File: src/hw/supervisor_defines.svh
// Constants of the supervisor: timing, register offsets, field positions, reset values
`ifndef SUPERVISOR_DEFINES_SVH
`define SUPERVISOR_DEFINES_SVH

// Clock period of mclk_in (200 MHz)
`define CLK_PERIOD_NS      5
// Converts milliseconds to 64-bit clock cycles
`define MS_TO_CYC(ms)      (64'(ms) * 64'd1000000 / 64'(`CLK_PERIOD_NS))
// Converts nanoseconds to 64-bit clock cycles, rounded down
`define NS_TO_CYC(ns)      (64'(ns) / 64'(`CLK_PERIOD_NS))

// Reset hold minimums per factory option, in ms
`define HOLD_D1_MS         10
`define HOLD_D2_MS         40
`define HOLD_D3_MS         150
`define HOLD_D4_MS         1200
`define HOLD_D5_MS         300
`define HOLD_D6_MS         600

// Watchdog window minimums, in ms (short 1.5 s, long 95 s)
`define WDOG_SHORT_MS      1500
`define WDOG_LONG_MS       95000

// Undervoltage glitch filter length, in ns
`define UV_FILT_NS         40000

// Register byte offsets
`define CTRL_OFS           5'h00
`define STATUS_OFS         5'h04
`define IRQ_STAT_OFS       5'h08
`define IRQ_EN_OFS         5'h0C
`define IRQ_CLR_OFS        5'h10

// Control register fields
`define CTRL_WDOG_EN_BIT   0
`define CTRL_WDOG_LONG_BIT 1
`define CTRL_OPT_LSB       2
`define CTRL_OPT_MSB       4
`define CTRL_USE_SEL_BIT   5
`define CTRL_RST           6'h09

// Status register fields
`define STAT_RESET_BIT     0
`define STAT_UV_BIT        1
`define STAT_MR_BIT        2
`define STAT_SEL_BIT       3

// Interrupt event fields (status, enable and clear share this layout)
`define EV_UV_BIT          0
`define EV_MR_BIT          1
`define EV_WDOG_BIT        2
`define IRQ_EN_RST         3'h0

`endif

File: src/hw/supervisor_pkg.sv
// Types shared by the supervisor design files
package supervisor_pkg;

    // Sequencer states: cause present, hold timing, released
    typedef enum logic [1:0] {
        ST_ACTIVE,
        ST_HOLD,
        ST_RUN
    } state_t;

    // Fixed reset hold options, in control register order
    typedef enum logic [2:0] {
        HOLD_10MS,
        HOLD_40MS,
        HOLD_150MS,
        HOLD_1200MS,
        HOLD_300MS,
        HOLD_600MS
    } hold_opt_t;

endpackage : supervisor_pkg

File: src/hw/hold_timer.sv
// Down-counter that times one reset hold period and pulses when it ends
`timescale 1ns/1ps
module hold_timer #(
    parameter int WIDTH = 28                 // Counter width
) (
    input  wire logic             clk_in,    // System clock
    input  wire logic             rst_b_in,  // Async reset, active low
    input  wire logic             ce_in,     // Clock enable
    input  wire logic             load_in,   // Start a new period
    input  wire logic [WIDTH-1:0] len_in,    // Period length in cycles
    output logic                  done_out   // One-cycle pulse at period end
);

    logic [WIDTH-1:0] cnt_q;                 // Remaining cycles
    logic             busy_q;                // Period in progress
    logic             done_q;                // End pulse
    logic             last;                  // Final cycle of the period

    // Length is captured at load, so later input changes wait for the next period
    assign last     = busy_q && (cnt_q == '0) && !load_in;
    assign done_out = done_q;

    // Count down; a new load restarts the period
    always_ff @(posedge clk_in or negedge rst_b_in) begin
        if (!rst_b_in) begin
            cnt_q  <= '0;
            busy_q <= 1'b0;
            done_q <= 1'b0;
        end else if (ce_in) begin
            done_q <= last;
            if (load_in) begin
                cnt_q  <= len_in - 1'b1;
                busy_q <= 1'b1;
            end else if (busy_q) begin
                if (cnt_q == '0) begin
                    busy_q <= 1'b0;
                end else begin
                    cnt_q <= cnt_q - 1'b1;
                end
            end
        end
    end

endmodule : hold_timer

File: src/hw/supervisor_reset_watchdog.sv
// Supervisor reset generator with manual reset, watchdog and register port
//
// Function
// - Supply low asserts reset, both output polarities
// - After supply recovers, hold reset one period
// - Manual low holds reset, plus one period
// - Bouncing manual input only restarts the hold
// - Missing watchdog edge causes one hold period
// - Watchdog clears on reset, manual, edges
// - Watchdog pulses of 150ns are caught
// - Watchdog idle during reset, restarts from zero
// - Select pin picks 10ms or 150ms hold
// - Select change applies only to later periods
// - Filter supply dips shorter than 40us
// - Watchdog window short or long option
// - Fixed hold is one of six options
`timescale 1ns/1ps
`include "supervisor_defines.svh"
module supervisor_reset_watchdog #(
    parameter logic [27:0] HOLD_D1_CYC    = 28'(`MS_TO_CYC(`HOLD_D1_MS)),    // 10 ms
    parameter logic [27:0] HOLD_D2_CYC    = 28'(`MS_TO_CYC(`HOLD_D2_MS)),    // 40 ms
    parameter logic [27:0] HOLD_D3_CYC    = 28'(`MS_TO_CYC(`HOLD_D3_MS)),    // 150 ms
    parameter logic [27:0] HOLD_D4_CYC    = 28'(`MS_TO_CYC(`HOLD_D4_MS)),    // 1200 ms
    parameter logic [27:0] HOLD_D5_CYC    = 28'(`MS_TO_CYC(`HOLD_D5_MS)),    // 300 ms
    parameter logic [27:0] HOLD_D6_CYC    = 28'(`MS_TO_CYC(`HOLD_D6_MS)),    // 600 ms
    parameter logic [35:0] WDOG_SHORT_CYC = 36'(`MS_TO_CYC(`WDOG_SHORT_MS)), // 1.5 s
    parameter logic [35:0] WDOG_LONG_CYC  = 36'(`MS_TO_CYC(`WDOG_LONG_MS)),  // 95 s
    parameter logic [15:0] UV_FILT_CYC    = 16'(`NS_TO_CYC(`UV_FILT_NS))     // 40 us
) (
    input  wire logic        mclk_in,              // System clock, 200 MHz
    input  wire logic        rst_b_in,             // Async reset, active low
    input  wire logic        ce_in,                // Clock enable, freezes all state
    input  wire logic        supply_low_in,        // Supply below threshold
    input  wire logic        manual_reset_n_in,    // Manual reset, active low
    input  wire logic        watchdog_kick_in,     // Watchdog kick from processor
    input  wire logic        hold_time_select_in,  // Hold select: low 10 ms, high 150 ms
    input  wire logic [4:0]  avs_address_in,       // Avalon byte address
    input  wire logic        avs_read_in,          // Avalon read
    input  wire logic        avs_write_in,         // Avalon write
    input  wire logic [31:0] avs_writedata_in,     // Avalon write data
    input  wire logic [3:0]  avs_byteenable_in,    // Avalon byte enables
    output logic [31:0]      avs_readdata_out,     // Avalon read data
    output logic             avs_waitrequest_out,  // Avalon wait request
    output logic             reset_n_out,          // Reset, active-low variant
    output logic             reset_out,            // Reset, active-high variant
    output logic             irq_out               // Level interrupt
);

    // Sequencer state
    supervisor_pkg::state_t state_q;               // Current state
    supervisor_pkg::state_t state_d;               // Next state

    // Input tracking
    logic        kick_q;                           // Kick level last cycle
    logic        mr_low_q;                         // Manual low last cycle
    logic [15:0] filt_cnt_q;                       // Supply-low persistence count
    logic        supply_bad_q;                     // Filtered supply fault
    logic        por_q;                            // Power-on cause
    logic [35:0] wdog_cnt_q;                       // Watchdog cycle count
    logic [27:0] hold_len_q;                       // Length of current hold

    // Registers and outputs
    logic [5:0]  ctrl_q;                           // Control register
    logic [2:0]  irq_stat_q;                       // Sticky events
    logic [2:0]  irq_en_q;                         // Interrupt enables
    logic        irq_q;                            // Interrupt output
    logic        reset_q;                          // Reset asserted
    logic        reset_n_q;                        // Reset, active-low copy
    logic        wait_q;                           // Wait request
    logic [31:0] rdata_q;                          // Read data

    // Decoded wires
    logic        kick_edge;                        // Kick changed level
    logic        mr_low;                           // Manual reset held
    logic        filt_full;                        // Filter length reached
    logic        supply_bad_d;                     // Next filtered fault
    logic        cause;                            // Any reset cause present
    logic        hold_load;                        // Start a hold period
    logic        hold_done;                        // Hold period ended
    logic [27:0] hold_len_d;                       // Length picked at load
    logic [35:0] wdog_limit;                       // Active watchdog window
    logic        wdog_run;                         // Watchdog counting
    logic        wdog_expire;                      // Watchdog window ran out
    logic [2:0]  events;                           // This cycle's events
    logic        access;                           // Bus request present
    logic        take;                             // Request accepted this edge
    logic        wr_ctrl;                          // Write control
    logic        wr_en;                            // Write enables
    logic        wr_clr;                           // Write clear
    logic [31:0] rd_data;                          // Read mux

    // Hold length of a fixed factory option; unused codes fall back to 150 ms
    function automatic logic [27:0] hold_cycles(input logic [2:0] opt);
        case (opt)
            3'(supervisor_pkg::HOLD_10MS):   hold_cycles = HOLD_D1_CYC;
            3'(supervisor_pkg::HOLD_40MS):   hold_cycles = HOLD_D2_CYC;
            3'(supervisor_pkg::HOLD_150MS):  hold_cycles = HOLD_D3_CYC;
            3'(supervisor_pkg::HOLD_1200MS): hold_cycles = HOLD_D4_CYC;
            3'(supervisor_pkg::HOLD_300MS):  hold_cycles = HOLD_D5_CYC;
            3'(supervisor_pkg::HOLD_600MS):  hold_cycles = HOLD_D6_CYC;
            default:                         hold_cycles = HOLD_D3_CYC;
        endcase
    endfunction : hold_cycles

    // Input decode; any sampled level change is an edge, so short pulses count
    assign kick_edge    = watchdog_kick_in ^ kick_q;
    assign mr_low       = !manual_reset_n_in;
    assign filt_full    = (filt_cnt_q == UV_FILT_CYC - 16'h1);
    assign supply_bad_d = supply_low_in && (supply_bad_q || filt_full);
    assign cause        = supply_bad_q || mr_low || por_q;

    // Hold length: select pin when enabled, else fixed option
    assign hold_len_d = ctrl_q[`CTRL_USE_SEL_BIT] ?
                        (hold_time_select_in ? HOLD_D3_CYC : HOLD_D1_CYC) :
                        hold_cycles(ctrl_q[`CTRL_OPT_MSB:`CTRL_OPT_LSB]);

    // Watchdog window and counting condition
    assign wdog_limit  = ctrl_q[`CTRL_WDOG_LONG_BIT] ? WDOG_LONG_CYC : WDOG_SHORT_CYC;
    assign wdog_run    = (state_q == supervisor_pkg::ST_RUN) && ctrl_q[`CTRL_WDOG_EN_BIT]
                         && !mr_low && !kick_edge;
    assign wdog_expire = wdog_run && (wdog_cnt_q == wdog_limit - 36'h1);

    // Hold starts when the last cause clears or the watchdog expires
    assign hold_load = !cause && ((state_q == supervisor_pkg::ST_ACTIVE) ||
                       ((state_q == supervisor_pkg::ST_RUN) && wdog_expire));

    // Sequencer next state
    always_comb begin
        state_d = state_q;
        unique case (state_q)
            supervisor_pkg::ST_ACTIVE: begin
                if (!cause) begin
                    state_d = supervisor_pkg::ST_HOLD;
                end
            end
            supervisor_pkg::ST_HOLD: begin
                if (cause) begin
                    state_d = supervisor_pkg::ST_ACTIVE;
                end else if (hold_done) begin
                    state_d = supervisor_pkg::ST_RUN;
                end
            end
            supervisor_pkg::ST_RUN: begin
                if (cause) begin
                    state_d = supervisor_pkg::ST_ACTIVE;
                end else if (wdog_expire) begin
                    state_d = supervisor_pkg::ST_HOLD;
                end
            end
        endcase
    end

    // Hold period timer; length is latched at load
    hold_timer #(
        .WIDTH    (28)
    ) u_hold (
        .clk_in   (mclk_in),
        .rst_b_in (rst_b_in),
        .ce_in    (ce_in),
        .load_in  (hold_load),
        .len_in   (hold_len_d),
        .done_out (hold_done)
    );

    // Events and bus decode
    assign events  = {wdog_expire, mr_low && !mr_low_q, supply_bad_d && !supply_bad_q};
    assign access  = avs_read_in || avs_write_in;
    assign take    = access && !wait_q;
    assign wr_ctrl = take && avs_write_in && avs_byteenable_in[0] && (avs_address_in == `CTRL_OFS);
    assign wr_en   = take && avs_write_in && avs_byteenable_in[0] && (avs_address_in == `IRQ_EN_OFS);
    assign wr_clr  = take && avs_write_in && avs_byteenable_in[0] && (avs_address_in == `IRQ_CLR_OFS);
    assign rd_data = (avs_address_in == `CTRL_OFS)     ? {26'h0, ctrl_q} :
                     (avs_address_in == `STATUS_OFS)   ? {28'h0, hold_time_select_in, mr_low,
                                                          supply_bad_q, reset_q} :
                     (avs_address_in == `IRQ_STAT_OFS) ? {29'h0, irq_stat_q} :
                     (avs_address_in == `IRQ_EN_OFS)   ? {29'h0, irq_en_q} : 32'h0;

    // Input tracking and supply filter
    always_ff @(posedge mclk_in or negedge rst_b_in) begin
        if (!rst_b_in) begin
            kick_q       <= 1'b0;
            mr_low_q     <= 1'b0;
            filt_cnt_q   <= 16'h0;
            supply_bad_q <= 1'b0;
        end else if (ce_in) begin
            kick_q       <= watchdog_kick_in;
            mr_low_q     <= mr_low;
            filt_cnt_q   <= !supply_low_in ? 16'h0 : (filt_full ? filt_cnt_q : filt_cnt_q + 16'h1);
            supply_bad_q <= supply_bad_d;
        end
    end

    // Sequencer, reset outputs and watchdog counter
    always_ff @(posedge mclk_in or negedge rst_b_in) begin
        if (!rst_b_in) begin
            state_q    <= supervisor_pkg::ST_ACTIVE;
            por_q      <= 1'b1;
            reset_q    <= 1'b1;
            reset_n_q  <= 1'b0;
            wdog_cnt_q <= 36'h0;
            hold_len_q <= 28'h0;
        end else if (ce_in) begin
            state_q    <= state_d;
            por_q      <= 1'b0;
            reset_q    <= (state_d != supervisor_pkg::ST_RUN);
            reset_n_q  <= (state_d == supervisor_pkg::ST_RUN);
            wdog_cnt_q <= (wdog_run && !wdog_expire) ? wdog_cnt_q + 36'h1 : 36'h0;
            hold_len_q <= hold_load ? hold_len_d : hold_len_q;
        end
    end

    // Register file, interrupt and Avalon answer; set wins over clear
    always_ff @(posedge mclk_in or negedge rst_b_in) begin
        if (!rst_b_in) begin
            ctrl_q     <= `CTRL_RST;
            irq_en_q   <= `IRQ_EN_RST;
            irq_stat_q <= 3'h0;
            irq_q      <= 1'b0;
            wait_q     <= 1'b1;
            rdata_q    <= 32'h0;
        end else if (ce_in) begin
            ctrl_q     <= wr_ctrl ? avs_writedata_in[5:0] : ctrl_q;
            irq_en_q   <= wr_en ? avs_writedata_in[2:0] : irq_en_q;
            irq_stat_q <= (irq_stat_q & ~(wr_clr ? avs_writedata_in[2:0] : 3'h0)) | events;
            irq_q      <= |(irq_stat_q & irq_en_q);
            wait_q     <= !(access && wait_q);
            rdata_q    <= (access && wait_q) ? rd_data : rdata_q;
        end
    end

    assign reset_n_out         = reset_n_q;
    assign reset_out           = reset_q;
    assign irq_out             = irq_q;
    assign avs_waitrequest_out = wait_q;
    assign avs_readdata_out    = rdata_q;
endmodule : supervisor_reset_watchdog

File: config.mk
export PLATFORM = sky130hd
export DESIGN_NAME = supervisor_reset_watchdog
export DESIGN_NICKNAME = d
export VERILOG_FILES = /design/src/hw/supervisor_pkg.sv /design/src/hw/hold_timer.sv /design/src/hw/supervisor_reset_watchdog.sv
export VERILOG_INCLUDE_DIRS = /design/src /design/src/hw
export SDC_FILE = /design/constraint.sdc
export NUM_CORES = 1
export LEC_CHECK = 0
export ABC_AREA = 1
export BUFFER_PORTS_ARGS = -buffer_cell sky130_fd_sc_hd__buf_2
export CAP_MARGIN = 0
export CORE_ASPECT_RATIO = 1.1
export CORE_UTILIZATION = 55
export DETAILED_ROUTE_END_ITERATION = 6
export PLACE_DENSITY = 0.75
export RECOVER_POWER = 50
export REMOVE_ABC_BUFFERS = 1
export SLEW_MARGIN = 20
export SYNTH_ARGS = -nofsm -noshare
export SYNTH_HDL_FRONTEND = slang
export SYNTH_HIERARCHICAL = 1
export SYNTH_SLANG_ARGS = --single-unit
File: constraint.sdc
create_clock -name mclk_in -period 6.5 [get_ports mclk_in]
set_input_delay 0.65 -clock mclk_in [delete_from_list [all_inputs] [get_ports mclk_in]]
set_output_delay 0.65 -clock mclk_in [all_outputs]
set_load 0.01 [all_outputs]
==> run metrics, run 1 <==
clk_lat worst skew=360 ps; Warnings, synthesis=6; Post-Syn Area=0.008046 mm²; top_reg_cell synth=dfrtp_1; fin nets=1,322; CTS Buf Count=9; gpl congestion=0.9510; asr flop ratio synth=100.0%; DP HPWL=14.00 mm; die area=0.01512 mm²; DRT Pass-1 Iters=5; dpl ws=2188 ps; final slew viol count=57; final setup violating endpoints=0; CP bufs+invs=3; Initial Utilization=a little under three fifths; status=finished, violations left; placed insts=1,447; number of global-route vias before repair=a little under 7,000; GRT Util Overall=26.26%; first-pass GRT wire length=31.98 mm; register area share after synthesis=between 30% and 40%; startpoint class of the critical path=flip-flop; # DRC=0; vias=roughly 7,600; Critical-path top delay cell=dfrtp_1; H-Tree Depth=3; largest net degree at the start of global routing=59; Top delay family on crit path=simple AND/OR/NAND/NOR gates; Period Utilization, post-route=66.87%; Final Cell Area=0.008489 mm²; critical path fanouts, max=58; Rows=46; CTS hold repair buffers=0; pwr dens=283.0 mW/mm²; area share of the largest cell type after synthesis=32.65%; Post-DRT Antenna Nets=0; Synth Register Bits=110; post-synthesis simple-gate area fraction=39.82%; CP most frequent cell=nand2_1; Syn Inst Count=1,241; commonest non-fill, non-tap cells in the layout=nand2_1, nor2_1, inv_1; drt total wl=18.97 mm; Hold Crit Class=reg -> reg; Area Overhead vs Synth=5.505%; clk buf depth=2; post-synthesis compound-gate area fraction=8.692%; minimum clock period=4347 ps; maximum VDD drop=0.1758 mV; biggest area consumer among synthesized cells=dfrtp_1; slack of the critical path=between 2000 and 2500 ps; Routed wire per std cell=12.97 µm; failing checks=capacitance limit, slew limit; Hold Worst Slack=442.5 ps; Arr. time, crit path=approximately 4600 ps; Post-Synth Adder-Cell Area=less than 1%; Layout fillers=around 1,400; CTS root buffer=clkbuf_16; port bufs=30; worst-path cell chain=inv_2 > nor2_1 > nor2_1 > nor2_1 > nand3_1 > nor2_1 > nand3_1 > o21ai_4 > buf_4 > inv_2 > nand2_1 > nand3_1 > nor2_2 > nand2_2 > nor2_2 > nand2_1 > nand2_1 > nand2_1 > nand2_1 > o21ai_0; Resized cells post-CTS=0; die width=between 100 and 150 µm; Final Power=2.402 mW; initial antenna violation count=0; P_leak=4.058 nW; RSZ-0062 raised after global routing=false; core box area=0.01433 mm²; Least-Margin Pin Slew=3003 ps; slew margin rel.=-100.2%; syn_area_per_cell=6.484 µm²; Synth area leaders=dfrtp_1, nand2_1, nor2_1, inv_1, nand3_1; DRT iter0 DRCs=585; # diodes=0; max-cap violation count=1; Post-Synth XOR/XNOR Area=3.592%; slowest cell delay on critical path=710 ps; grt ovf=0; Fmax=0.2301 GHz; Vias/cell=5.165; Final Hold Viols=0; number of setup buffers added after CTS=0; die height=~130 µm; EDFF count, synth=0; largest family of logic cells by synthesized area=simple AND/OR/NAND/NOR gates; post-synth cell types=46; clock sink count=110; commonest non-fill, non-tap cell in the layout=nand2_1; share of cells above drive strength 1=7.317%; Non-Filler Instances=1,463; io pins=86; multiplexer share of the synthesized area=0%; Clock Pin Slew Worst Setup and Hold Paths=80 ps; Max Clock Skew=about 11 ps; CP Capture Type=flip-flop; TritonCTS clock tree=done; Req. time, crit path=6720 ps; crit path kind=reg -> reg; Placed Area=around 0.0082 mm²
==> cell usage after synthesis (all sizes together), types with 2 or more instances <==
cell,number
a211oi,4
nand3,78
o22ai,3
inv,159
nand2,413
xnor2,5
nor3,26
clkbuf,5
o221ai,2
a21oi,25
or2,6
dfstp,5
dfrtp,105
o31ai,9
ha,6
o21ai,76
nor2,189
a31oi,5
xor2,28
nand4,27
nand3b,2
buf,53
nor3b,3
==> stage by stage <==
stage	utilization, %	TNS, ps
final	59.24	0
after floorplan	-	-7275
after global placement	57.25	0
after CTS	59.36	0
after detailed placement	57.25	0
after global routing	59.24	0
==> registers in the layout, indices dropped and copies added (netlist names), 2 cells and up <==
register          count
avs_readdata_out      6
ctrl_q                6
filt_cnt_q           16
irq_en_q              3
irq_stat_q            3
state_q               2
u_hold/cnt_q         28
wdog_cnt_q           36
==> cell type report <==
cell class,count,area (µm²),area share [%]
inverters,160,600.6,7.074
well taps,192,240.2,2.830
flip-flops and latches,110,2759,32.50
clock buffers,9,225.2,2.653
repair buffers,33,157.7,1.857
clock inverters,7,77.57,0.9138
multi-input cells,952,4429,52.17
==> power breakdown <==
part	switching, mW	internal [mW]	leakage (nW)	total [mW]
combinational	0.652	0.295	2.46	0.947
sequential	0.0916	0.788	1.45	0.880
clock	0.272	0.304	0.147	0.576
total	1.02	1.39	4.06	2.40
==> tightest hold or removal path, delay by kind of cell, from the launching register on <==
| kind | cells | cell delay (ps) |
|---|---|---|
| buf+inv | 1 | 40 |
| flops | 1 | 380 |
| simple gates | 1 | 30 |
==> per-layer routing <==
metal  global-route usage, %  routed length, µm
met5                       0                  0
met1                   33.33               8440
met2                   44.45               9150
met4                   13.22                648
met3                   3.236                732
==> final timing paths <==
check | depth (start not counted) | slack, ps | end | start
max | 20 | 2150 | u_hold/cnt_q[12] | ctrl_q[1]
min | 2 | 440 | por_q | por_q
max reg2reg | 20 | 2150 | u_hold/cnt_q[12] | ctrl_q[1]
min reg2reg | 2 | 440 | por_q | por_q
max in group asynchronous | 2 | 2650 | wdog_cnt_q[35] | rst_b_in
min in group asynchronous | 1 | 1250 | u_hold/cnt_q[4] | rst_b_in
==> kinds of logic after synthesis <==
family / Yosys count
compound gates: 127
buf+inv: 218
flops: 110
fa+ha+maj: 6
xor+xnor: 33
simple gates: 746
other cells: 1
(Power assumes the default switching activity.)
==> run 2: changes to the inputs <==
--- a/config.mk
+++ b/config.mk
@@ -6,13 +6,13 @@
 export SDC_FILE = /design/constraint.sdc
 export NUM_CORES = 1
 export LEC_CHECK = 0
-export ABC_AREA = 1
+export ABC_AREA = 0
 export BUFFER_PORTS_ARGS = -buffer_cell sky130_fd_sc_hd__buf_2
 export CAP_MARGIN = 0
 export CORE_ASPECT_RATIO = 1.1
-export CORE_UTILIZATION = 55
+export CORE_UTILIZATION = 54
 export DETAILED_ROUTE_END_ITERATION = 6
-export PLACE_DENSITY = 0.75
+export PLACE_DENSITY = 0.78
 export RECOVER_POWER = 50
 export REMOVE_ABC_BUFFERS = 1
 export SLEW_MARGIN = 20
==> constraint.sdc (replaced) <==
create_clock -name mclk_in -period 3.66 [get_ports mclk_in]
set_input_delay 0.366 -clock mclk_in [delete_from_list [all_inputs] [get_ports mclk_in]]
set_output_delay 0.366 -clock mclk_in [all_outputs]
set_load 0.01 [all_outputs]
==> run metrics, run 2 <==
status=finished, violations left (unchanged); failing checks=capacitance limit, slew limit, setup timing (was capacitance limit, slew limit); CTS Buf Count=9 (unchanged); hold path cells=2 (unchanged); Clock power frac=27.5% (was 24.0%); max FFs per register=36 (unchanged); crit path kind=reg -> reg (unchanged); P_leak=3.625 nW (was 4.058 nW); pwr dens=413.2 mW/mm² (was 283.0 mW/mm²); # DRC=0 (unchanged); clk buf depth=2 (unchanged); Largest Register=wdog_cnt_q (unchanged); hold_sp=avs_writedata_in[3] (was por_q); Rows=44 (was 46); Hold Crit Class=in -> reg (was reg -> reg); count leader, synth=dfrtp_1 (was nand2_1); Endpoint, Worst Hold=ctrl_q[3] (was por_q); Arr. time, crit path=4080 ps (was 4570 ps); commonest non-fill, non-tap cells in the layout=dfrtp_1, buf_4, nand2_1 (was nand2_1, nor2_1, inv_1); Synth Register Bits=110 (unchanged); gpl congestion=0.9111 (was 0.9510); switching portion of total power=34.74% (was 42.27%); final slew viol count=38 (was 57); die height=124.5 µm (was 128.9 µm); grt ovf=0 (unchanged); Least-Margin Pin Slew=2053 ps (was 3003 ps); slack of the critical path=-133.9 ps (was 2153 ps); drt total wl=18.25 mm (was 18.97 mm); core box area=0.01327 mm² (was 0.01433 mm²); GRT Util Overall=26.63% (was 26.26%); Post-DRT Antenna Nets=0 (unchanged); Initial Utilization=55.56% (was 56.15%); Worst R2R Start=ctrl_q[1] (unchanged); fin nets=994 (was 1,322); io pins=86 (unchanged); CP Capture Type=flip-flop (unchanged); max-cap violation count=1 (unchanged); internal power=2.401 mW (was 1.387 mW); die width=113.4 µm (was 117.3 µm); maximum VDD drop=0.2281 mV (was 0.1758 mV); Reg2Reg Depth=12 (was 20); Comb pwr share=30.3% (was 39.4%); register area share after synthesis=37.42% (was 34.29%); port bufs=30 (unchanged); area share of the largest cell type after synthesis=35.64% (was 32.65%); minimum clock period=3794 ps (was 4347 ps); Placed Area=0.008148 mm² (was 0.008204 mm²); Max Clock Skew=4.808 ps (was 10.70 ps); CTS root buffer=clkbuf_16 (unchanged); startpoint class of the critical path=flip-flop (unchanged); clk_lat worst skew=360 ps (about the same); largest net degree at the start of global routing=39 (was 59); Warnings, synthesis=6 (unchanged); Switching Power=1.278 mW (was 1.015 mW); Fmax=0.2636 GHz (was 0.2301 GHz); Routed wire per std cell=16.18 µm (was 12.97 µm); first-pass GRT wire length=30.19 mm (was 31.98 mm); EDFF count, synth=0 (unchanged); Req. time, crit path=3940 ps (was 6720 ps); most frequent cells after synthesis=dfrtp_1, nand2_1, nor2_1, o21ai_0, xor2_1 (was nand2_1, nor2_1, inv_1, dfrtp_1, nand3_1); number of global-route vias before repair=6,246 (was 6,801); DRT iter0 DRCs=463 (was 585); flop2flop setup slack=-130 ps (was 2150 ps); Period Utilization, post-route=103.7% (was 66.87%); share of cells above drive strength 1=26.51% (was 7.317%); vias=6,471 (was 7,556); biggest regs=wdog_cnt_q: 36 flops, u_hold/cnt_q: 28 flops, filt_cnt_q: 16 flops (unchanged); critical path fanouts, max=7 (was 58); Post-Syn Area=0.007372 mm² (was 0.008046 mm²); Clock Pin Slew Worst Setup and Hold Paths=70 ps (was 80 ps); TritonCTS clock tree=done (unchanged); biggest area consumer among synthesized cells=dfrtp_1 (unchanged); RR Endpoint=u_hold/cnt_q[23] (was u_hold/cnt_q[12]); die area=0.01412 mm² (was 0.01512 mm²); Final Hold Viols=0 (unchanged); DRT Pass-1 Iters=6 (was 5); initial antenna violation count=1 (was 0); top_reg_cell synth=dfrtp_1 (unchanged); RSZ-0062 raised after global routing=true (was false); Vias/cell=5.737 (was 5.165); Final Cell Area=0.008905 mm² (was 0.008489 mm²); Synth area leaders=dfrtp_1, xor2_1, nand2_1, nor2_1, o21ai_0 (was dfrtp_1, nand2_1, nor2_1, inv_1, nand3_1); syn_area_per_cell=9.079 µm² (was 6.484 µm²); H-Tree Depth=3 (unchanged); asr flop ratio synth=100.0% (unchanged); Seq pwr share=42.2% (was 36.6%); slew margin rel.=-36.86% (was -100.2%); final setup violating endpoints=7 (was 0); post-synth cell types=83 (was 46); Area Overhead vs Synth=20.79% (was 5.505%); Final Power=3.679 mW (was 2.402 mW); DP HPWL=12.89 mm (was 14.00 mm); Syn Inst Count=812 (was 1,241); clock sink count=110 (unchanged); commonest non-fill, non-tap cell in the layout=dfrtp_1 (was nand2_1)
-- run 2: changes by cell type after synthesis, sizes merged, moves of 14 or more --
cell    before  now
nand2      413   72
inv        159   22
nor2       189   97
nand3       78   31
o21ai       76   48
nor4         1   25
xnor2        5   26
clkbuf       5   22
buf         53   38
or3          0   15
and3         0   14
-- run 2: power by group through the flow --
stage / Combinational [mW] / Clock, mW / Sequential, mW
6_report: 1.12 / 1.01 / 1.55
5_1_grt: 1.23 / 1.08 / 1.57
4_1_cts: 1.02 / 1.04 / 1.53
3_5_place_dp: 0.968 / 0 / 1.54
3_3_place_gp: 0.936 / 0 / 1.54
2_1_floorplan: 0.651 / 0 / 1.50
-- run 2: metrics by stage --
step | std cells | setup slack (ps) | setup TNS (ps) | utilization, % | hold WS (ps)
finish | 1128 | -133.9 | -518.8 | 67.12 | 236.2
global route | 1127 | -274.6 | -2699 | 67.10 | 238.8
CTS | 1115 | -119.8 | -419.4 | 65.15 | 230.3
detailed placement | 1093 | -389.3 | -4134 | 61.41 | 365.1
global placement | 1093 | -252.0 | -2285 | 61.41 | 364.1
floorplan | 795 | -1591 | -29520 | - | 70.41
-- run 2: how the worst max path moves through the flow --
stage,start,endpoint,slack [ps],cells past startpoint
2_1_floorplan,wdog_cnt_q[17],u_hold/cnt_q[25],-1590,11
3_3_place_gp,wdog_cnt_q[17],u_hold/cnt_q[25],-250,13
3_5_place_dp,wdog_cnt_q[17],u_hold/cnt_q[25],-390,13
4_1_cts,ctrl_q[1],u_hold/cnt_q[23],-120,11
5_1_grt,wdog_cnt_q[17],u_hold/cnt_q[23],-270,12
6_report,ctrl_q[1],u_hold/cnt_q[23],-130,12
-- run 2: what timing repair did --
item | in CTS | in global routing
endpoints found under the hold margin | 35 | 0
hold buffers | 1 | 0
resized for setup | 33 | 45
pin swaps | 12 | 16
setup buffers | 5 | 14
endpoints found under the setup margin | 19 | 21
-- run 2: area by class of cell --
type | count | area (µm²)
repair buffers | 132 | 955.9
flip-flops and latches | 110 | 2759
clock buffers | 11 | 232.7
clock inverters | 5 | 66.31
multi-input cells | 663 | 4576
inverters | 22 | 82.58
well taps | 184 | 230.2
fillers | 1044 | 4363
diodes | 1 | 2.502
-- run 2: critical path: stages, from the launching register on --
cell and delay (ps):
dfrtp_1 410, buf_6 150, or3b_2 500, nor4_4 170, nor2_2 100, nor3_2 200
o21a_2 270, or4b_4 490, o22a_1 210, or3_4 370, or3_4 340, or4_1 400
o211ai_1 100
-- run 2: cell families after synthesis --
family | count (synthesis) | synth area share, %
compound gates | 156 | 14.85
xor+xnor | 62 | 7.366
fa+ha+maj | 6 | 1.018
buf+inv | 82 | 6.551
flops | 110 | 37.42
mux | 27 | 4.413
other cells | 1 | 0.05087
simple gates | 368 | 28.33
-- run 2: metal layers --
layer	vias up	wire (µm)	track usage, %
met5	-	0	0
met4	0	466	8.359
met3	40	853	5.401
met2	167	9131	45.47
met1	3130	7802	33.64
li1	3134	-	-
